===== config.mk =====
export PLATFORM = sky130hd
export DESIGN_NAME = vls_voice_line_slave
export DESIGN_NICKNAME = d
export VERILOG_FILES = /design/src/vls_pkg.sv /design/src/vls_voice_line_slave.sv
export SDC_FILE = /design/constraint.sdc
export NUM_CORES = 1
export LEC_CHECK = 0
export BUFFER_PORTS_ARGS = -buffer_cell sky130_fd_sc_hd__buf_2
export CORE_MARGIN = 2
export CORE_UTILIZATION = 45
export CTS_CLUSTER_DIAMETER = 40
export CTS_CLUSTER_SIZE = 12
export DETAILED_ROUTE_END_ITERATION = 10
export HOLD_SLACK_MARGIN = 0.06
export PLACE_DENSITY = 0.67
export RECOVER_POWER = 50
export SLEW_MARGIN = 20
export SYNTH_ARGS = -nofsm -noshare
export SYNTH_HDL_FRONTEND = slang
export SYNTH_SLANG_ARGS = --single-unit

===== constraint.sdc =====
create_clock -name clk -period 2.4 [get_ports clk]
set_input_delay 0.24 -clock clk [delete_from_list [all_inputs] [get_ports clk]]
set_output_delay 0.24 -clock clk [all_outputs]
set_load 0.01 [all_outputs]

===== src/vls_pkg.sv =====
package vls_pkg;

    // ------------------------------------------------------------
    // Register map
    // ------------------------------------------------------------
    localparam logic [3:0] REG_CTRL = 4'h0;
    localparam logic [3:0] REG_VOICE_TX = 4'h1;
    localparam logic [3:0] REG_STATUS = 4'h2;
    localparam logic [3:0] REG_VOICE_RX = 4'h3;
    localparam logic [3:0] REG_ID = 4'h4;
    localparam logic [3:0] REG_CTL0 = 4'h8;

    // Control register fields
    localparam int CTRL_RUN = 0;
    localparam int CTRL_OFF_HOOK = 1;
    localparam int CTRL_START = 2;
    localparam logic [7:0] CTRL_RESET = 8'h00;

    // Status register fields
    localparam int STAT_RING = 0;
    localparam int STAT_LINE_CUR = 1;
    localparam int STAT_ID_VALID = 2;
    localparam int STAT_CTL_BUSY = 3;
    localparam int STAT_VOICE_NEW = 4;
    localparam int STAT_ONE_WIRE = 5;

    // ------------------------------------------------------------
    // Frame layout
    // ------------------------------------------------------------
    localparam logic [2:0] SLOT_VOICE = 3'h0;
    localparam logic [2:0] SLOT_DATA = 3'h1;
    localparam logic [2:0] SLOT_CTRL = 3'h2;
    localparam logic [2:0] SLOT_SIG = 3'h3;
    localparam logic [2:0] FRAME_BYTES = 3'h4;
    localparam logic [2:0] LAST_BIT = 3'h7;

    // Signaling byte bit positions
    localparam int SIG_HOOK = 0;
    localparam int SIG_RING = 1;
    localparam int SIG_LINE_CUR = 2;

    // Control byte sequence and fill bytes
    localparam logic [2:0] CTL_LEN = 3'h6;
    localparam logic [7:0] CTL_IDLE = 8'hff;
    localparam logic [7:0] DATA_FILL = 8'h00;
    localparam logic [7:0] TX_IDLE = 8'hff;

endpackage : vls_pkg


===== src/vls_voice_line_slave.sv =====
// The address-and-strobe port and the register addresses were chosen for this implementation.
`timescale 1ns/1ps
module vls_voice_line_slave
    import vls_pkg::*;
(
    input wire logic clk,
    input wire logic resetn,
    input wire logic link_clock,
    input wire logic link_direction,
    input wire logic module_receive_line,
    input wire logic module_send_line_i,
    output logic module_send_line_o,
    output logic module_send_line_oe,
    input wire logic one_wire_n,
    output logic interface_reset_n,
    output logic module_installed_n,
    input wire logic [3:0] reg_addr,
    input wire logic [7:0] reg_wdata,
    input wire logic reg_wr,
    input wire logic reg_rd,
    output logic [7:0] reg_rdata
);

    // ------------------------------------------------------------
    // State
    // ------------------------------------------------------------
    typedef struct packed {
        logic clk_s1;
        logic clk_s2;
        logic clk_s3;
        logic dir_s1;
        logic dir_s2;
        logic dir_s3;
        logic rxd_s1;
        logic rxd_s2;
        logic txi_s1;
        logic txi_s2;
        logic onew_s1;
        logic onew_s2;
        logic [2:0] bit_cnt;
        logic [2:0] byte_idx;
        logic [7:0] sh_tx;
        logic [7:0] sh_rx;
        logic run;
        logic off_hook;
        logic ctl_busy;
        logic [2:0] ctl_idx;
        logic [5:0][6:0] ctl_mem;
        logic [7:0] voice_tx;
        logic [7:0] voice_rx;
        logic voice_new;
        logic ring;
        logic line_cur;
        logic [7:0] id_byte;
        logic id_valid;
        logic id_pend;
        logic id_ph;
        logic sd_o;
        logic sd_oe;
        logic installed_n;
        logic [7:0] rd_data;
    } vls_state_t;

    vls_state_t s;
    vls_state_t n;

    logic lk_rise;
    logic lk_fall;
    logic dir_on;
    logic dir_off;
    logic load;
    logic [2:0] sel_idx;
    logic [2:0] rslot;
    logic [3:0] ctl_off;
    logic [7:0] tx_byte;
    logic [7:0] ctl_byte;
    logic [7:0] sig_out;
    logic [7:0] rx_byte;
    logic rx_bit;

    // ------------------------------------------------------------
    // Next state
    // ------------------------------------------------------------
    always_comb begin
        n = s;
        load = 1'b0;
        sel_idx = 3'h0;
        rslot = 3'h0;
        ctl_off = reg_addr - REG_CTL0;
        tx_byte = TX_IDLE;
        rx_bit = 1'b0;
        rx_byte = 8'h00;

        n.clk_s1 = link_clock;
        n.clk_s2 = s.clk_s1;
        n.clk_s3 = s.clk_s2;
        n.dir_s1 = link_direction;
        n.dir_s2 = s.dir_s1;
        n.dir_s3 = s.dir_s2;
        n.rxd_s1 = module_receive_line;
        n.rxd_s2 = s.rxd_s1;
        n.txi_s1 = module_send_line_i;
        n.txi_s2 = s.txi_s1;
        n.onew_s1 = one_wire_n;
        n.onew_s2 = s.onew_s1;

        lk_rise = s.clk_s2 & ~s.clk_s3;
        lk_fall = ~s.clk_s2 & s.clk_s3;
        dir_on = s.dir_s2 & ~s.dir_s3;
        dir_off = ~s.dir_s2 & s.dir_s3;

        n.installed_n = 1'b0;

        // --------------------------------------------------------
        // Register writes
        // --------------------------------------------------------
        if (reg_wr) begin
            case (reg_addr)
                REG_CTRL: begin
                    n.run = reg_wdata[CTRL_RUN];
                    // Unit reset forgets its identity; it resends later
                    if (!reg_wdata[CTRL_RUN]) begin
                        n.id_valid = 1'b0;
                        n.id_pend = 1'b0;
                    end
                    n.off_hook = reg_wdata[CTRL_OFF_HOOK];
                    // Start refused while a sequence runs
                    if (reg_wdata[CTRL_START] && !s.ctl_busy) begin
                        n.ctl_busy = 1'b1;
                        n.ctl_idx = 3'h0;
                    end
                end
                REG_VOICE_TX: begin
                    n.voice_tx = reg_wdata;
                end
                default: begin
                    if (reg_addr >= REG_CTL0 && ctl_off < {1'b0, CTL_LEN}) begin
                        n.ctl_mem[ctl_off[2:0]] = reg_wdata[6:0];
                    end
                end
            endcase
        end

        // Reading the received sample clears its flag; a new one wins
        if (reg_rd && reg_addr == REG_VOICE_RX) begin
            n.voice_new = 1'b0;
        end

        // --------------------------------------------------------
        // Outgoing byte selection
        // --------------------------------------------------------
        // Framing bit, write enable and data
        ctl_byte = s.ctl_busy ? {s.ctl_idx != 3'h0, s.ctl_mem[s.ctl_idx]} : CTL_IDLE;
        sig_out = 8'h00;
        sig_out[SIG_HOOK] = ~s.off_hook;

        // --------------------------------------------------------
        // Send phase: change data after the master's falling edge
        // --------------------------------------------------------
        if (dir_on) begin
            n.bit_cnt = 3'h0;
            n.byte_idx = 3'h0;
            sel_idx = 3'h0;
            load = 1'b1;
        end else if (s.dir_s2 && lk_fall) begin
            if (s.bit_cnt == LAST_BIT) begin
                n.bit_cnt = 3'h0;
                if (s.byte_idx < FRAME_BYTES) begin
                    n.byte_idx = s.byte_idx + 3'h1;
                end
                sel_idx = n.byte_idx;
                load = 1'b1;
                if (s.byte_idx == 3'h0 && !s.id_valid && s.run) begin
                    n.id_pend = 1'b1;
                end
                if (s.byte_idx == SLOT_CTRL && s.ctl_busy) begin
                    if (s.ctl_idx == CTL_LEN - 3'h1) begin
                        n.ctl_busy = 1'b0;
                        n.ctl_idx = 3'h0;
                    end else begin
                        n.ctl_idx = s.ctl_idx + 3'h1;
                    end
                end
            end else begin
                n.bit_cnt = s.bit_cnt + 3'h1;
                n.sh_tx = {s.sh_tx[6:0], 1'b0};
            end
        end

        case (sel_idx)
            SLOT_VOICE: tx_byte = s.voice_tx;
            SLOT_DATA: tx_byte = DATA_FILL;
            SLOT_CTRL: tx_byte = ctl_byte;
            SLOT_SIG: tx_byte = sig_out;
            default: tx_byte = TX_IDLE;
        endcase
        if (load) begin
            n.sh_tx = tx_byte;
        end

        n.sd_oe = s.dir_s2;
        n.sd_o = s.dir_s2 ? n.sh_tx[7] : 1'b0;

        // --------------------------------------------------------
        // Receive phase: sample on the master's rising edge
        // --------------------------------------------------------
        // ID on receive line, rest on shared line if one-wire
        if (s.id_ph && s.byte_idx == 3'h0) begin
            rx_bit = s.rxd_s2;
        end else if (!s.onew_s2) begin
            rx_bit = s.txi_s2;
        end else begin
            rx_bit = s.rxd_s2;
        end
        rx_byte = {s.sh_rx[6:0], rx_bit};
        rslot = s.byte_idx - {2'b00, s.id_ph};

        if (dir_off) begin
            n.bit_cnt = 3'h0;
            n.byte_idx = 3'h0;
            n.id_ph = s.id_pend;
        end else if (!s.dir_s2 && lk_rise) begin
            n.sh_rx = rx_byte;
            if (s.bit_cnt == LAST_BIT) begin
                n.bit_cnt = 3'h0;
                if (s.byte_idx <= FRAME_BYTES) begin
                    n.byte_idx = s.byte_idx + 3'h1;
                end
                if (s.id_ph && s.byte_idx == 3'h0) begin
                    n.id_byte = rx_byte;
                    n.id_valid = 1'b1;
                    n.id_pend = 1'b0;
                end else begin
                    case (rslot)
                        SLOT_VOICE: begin
                            n.voice_rx = rx_byte;
                            n.voice_new = 1'b1;
                        end
                        SLOT_SIG: begin
                            n.ring = rx_byte[SIG_RING];
                            n.line_cur = rx_byte[SIG_LINE_CUR];
                        end
                        default: begin
                        end
                    endcase
                end
            end else begin
                n.bit_cnt = s.bit_cnt + 3'h1;
            end
        end

        // --------------------------------------------------------
        // Register reads: data valid for one cycle only
        // --------------------------------------------------------
        n.rd_data = 8'h00;
        if (reg_rd) begin
            case (reg_addr)
                REG_CTRL: begin
                    n.rd_data[CTRL_RUN] = s.run;
                    n.rd_data[CTRL_OFF_HOOK] = s.off_hook;
                    n.rd_data[CTRL_START] = s.ctl_busy;
                end
                REG_VOICE_TX: n.rd_data = s.voice_tx;
                REG_STATUS: begin
                    n.rd_data[STAT_RING] = s.ring;
                    n.rd_data[STAT_LINE_CUR] = s.line_cur;
                    n.rd_data[STAT_ID_VALID] = s.id_valid;
                    n.rd_data[STAT_CTL_BUSY] = s.ctl_busy;
                    n.rd_data[STAT_VOICE_NEW] = s.voice_new;
                    n.rd_data[STAT_ONE_WIRE] = ~s.onew_s2;
                end
                REG_VOICE_RX: n.rd_data = s.voice_rx;
                REG_ID: n.rd_data = s.id_byte;
                default: begin
                    if (reg_addr >= REG_CTL0 && ctl_off < {1'b0, CTL_LEN}) begin
                        n.rd_data = {1'b0, s.ctl_mem[ctl_off[2:0]]};
                    end
                end
            endcase
        end
    end

    // ------------------------------------------------------------
    // Registers
    // ------------------------------------------------------------
    // Module reset releases nothing: run clears to zero
    always_ff @(posedge clk or negedge resetn) begin
        if (!resetn) begin
            s <= '0;
        end else begin
            s <= n;
        end
    end

    // ------------------------------------------------------------
    // Outputs
    // ------------------------------------------------------------
    assign module_send_line_o = s.sd_o;
    assign module_send_line_oe = s.sd_oe;
    assign interface_reset_n = s.run;
    assign module_installed_n = s.installed_n;
    assign reg_rdata = s.rd_data;

endmodule : vls_voice_line_slave


==> results.toml <==
[worst_setup_path]
critical_path_arrival_ps = 2510
critPathSlowestCell = "nor3_4"
crit_top_cell = "ha_1"
cp_cell_sequence = "inv_1 -> ha_1 -> ha_1 -> a211oi_1 -> o21ai_2 -> nor3_4 -> mux2_2"
startpoint = "s[105]"
cp_num_cells = 7
r2r_start = "s[105]"
crit_family = "simple AND/OR/NAND/NOR gates"
r2r-end = "s[32]"
r2r_setup_slack_ps = 210
end_kind = "flop"
crit_buf_inv = 1
crit_type = "flop to flop"
cp_data_required_time_ps = 2710
critPathMaxFanout = 9
endpoint = "s[32]"
crit_path_max_incr_delay_ps = 420
crit_path_start_kind = "flop"
ff2ff_path_depth = 7

[floorplanning]
core-area_um2 = 13200
die_y_um = 121
row_count = 42
ioPinCount = 33
die_w_um = 121
start_util = 0.462
dieArea_um2 = 14500

[routing]
wl_um = 15000
vias = 4533
drc = 0
viasPerCell = 5.93
wl_per_cell_um = 19.6
first_pass_iters = 4
drt_iter0_drc = 275
detail-route-antenna-nets = 0

[clocking]
ctsResizeCount = 0
clk_pin_slew_ps = 60
insertion_delay_ps = 430
cts-root-to-sink-buffers = 2
root_buffer = "clkbuf_16"
cts_buffers = 17
cts.sink_count = 120
cts.htree.levels = 4
cts_tree = "done"

[sta]
hold_violations = 0
maxSlewViolCount = 0
max_freq_mhz = 456
period_needed_ps = 2190
timing.slew.headroom = 0.199
post-route-period-util = 0.914
holdWs_ps = 139
rsz0062_at_grt = "false"
setup_ws_ps = 207
finalClockSkew_ps = 5.62
fin_tns_setup_ps = 0
worst_pin_slew_ps = 1200
setup_violations = 0

[global_route]
grt_usage = 0.217
antenna_found_initial = 0
grt_max_degree = 60
grt_pass1_vias = 4408
grt_pass1_wl_um = 23900
overflow = 0

[power]
power_density_nw_per_um2 = 827
ir_worst_vdd_mv = 0.519
p_leak_nw = 3.15

[synthesis]
synthCells = 523
synth_edf_count = 0
yosys-top-cells-area = "dfrtp_1 (49%), mux2_2 (18%), mux2i_1 (2.3%)"
synth_nets = 554
synthArstFlopShare = 1.00
yosysMostFrequentCell = "dfrtp_1"
netlist_area_um2 = 6110
synth_ff_type = "dfrtp_1"
synth_top_area_frac = 0.491
synthDistinctLibCells = 56
yosysSeqAreaShare = 0.491
synth.avg_cell_area_um2 = 11.7
synth_top_cell_by_area = "dfrtp_1"
synthTopCellsByCount = "dfrtp_1 (120), mux2_2 (98), nor2_1 (31)"
yosys_register_bits = 120
yosys_warnings = 0

[finish]
multi_input_area_um2 = 2880
drive_gt1_frac = 0.331
fill_cells = 1165
nNetsFinal = 607
area_delta_synth_final_pct = 16.9
utilization = 0.540
antenna_cells = 0
final_cells = 765
seq_area_um2 = 3000

[run]
timing.max_cap.violations = 0

[placement]
dp.cells = 726
port_buffers = 31
gp_congestion = 0.872
dp_hpwl_um = 10300
dp_slack_ps = 175

[hold_path]
hp-class = "input pin to flop"

[run_status]
status = "completed"
==> worst register-to-register path, stage by stage, from the launching register on <==
cell      delay, ps
dfrtp_1         350
inv_1           110
ha_1            210
ha_1            190
a211oi_1        260
o21ai_2         130
nor3_4          420
mux2_2          400
==> final cells by class <==
type                    instances  area share
flip-flops and latches        120       0.420
multi-input cells             351       0.402
repair buffers                 70      0.0637
clock buffers                  18      0.0601
well taps                     176      0.0308
clock inverters                14      0.0144
inverters                      16     0.00840
==> cell usage in the layout (no fill, tap or decap), types with 9 or more instances in the layout <==
master | netlist | layout
clkbuf_16 | 0 | 17
mux2i_1 | 14 | 14
nor2b_1 | 10 | 10
a31oi_1 | 10 | 10
clkbuf_1 | 16 | 13
inv_1 | 16 | 16
buf_4 | 9 | 27
dfrtp_1 | 120 | 120
a21oi_1 | 23 | 23
buf_2 | 4 | 20
a22oi_1 | 12 | 12
ha_1 | 10 | 10
o21ai_0 | 9 | 9
mux2_2 | 98 | 98
nor2_1 | 31 | 31
nand2_1 | 21 | 21
==> layer usage <==
layer  track usage  wire length [µm]  share of wire
met1         0.298              6830           0.46
met4        0.0923               403          0.027
met3        0.0434               612          0.041
met5             0                 0              0
met2         0.337              7120           0.48
==> logic make-up (layout without fill, tap and decap cells) <==
family	after synthesis	after routing	share of synthesized area
flops	120	120	0.491
mux	116	116	0.216
simple gates	114	114	0.105
compound gates	109	109	0.128
buf+inv	52	118	0.0383
fa+ha+maj	10	10	0.0205
other cells	1	1	0.000614
xor+xnor	1	1	0.00143
==> power breakdown <==
group          switching [mW]  internal, mW
sequential              0.281          2.35
clock                   0.964          1.32
combinational           0.463         0.541
==> stage by stage <==
| step | area [µm²] | total power, mW |
|---|---|---|
| global placement | 6580 | 3.60 |
| CTS | 7180 | 5.95 |
| global route | 7150 | 6.15 |
| floorplan | 6110 | 3.28 |
| finish | 7150 | 5.91 |
| detailed placement | 6580 | 3.65 |
==> worst min path at each step <==
stage / start / to / slack, ps / depth (start not counted)
floorplan: resetn / asynchronous set/reset pin / -60 / 0
global placement: resetn / n[120] / 260 / 1
detailed placement: resetn / n[9] / 280 / 1
CTS: reg_wdata[5] / flop / 130 / 3
global route: reg_wdata[5] / flop / 170 / 3
finish: reg_wdata[5] / flop / 140 / 3
==> what timing repair did <==
item,CTS,global route
hold endpoints to repair,48,0
endpoints found under the setup margin,0,7
hold buffers,7,0
setup buffers,0,0
(Power assumes the default switching activity.)
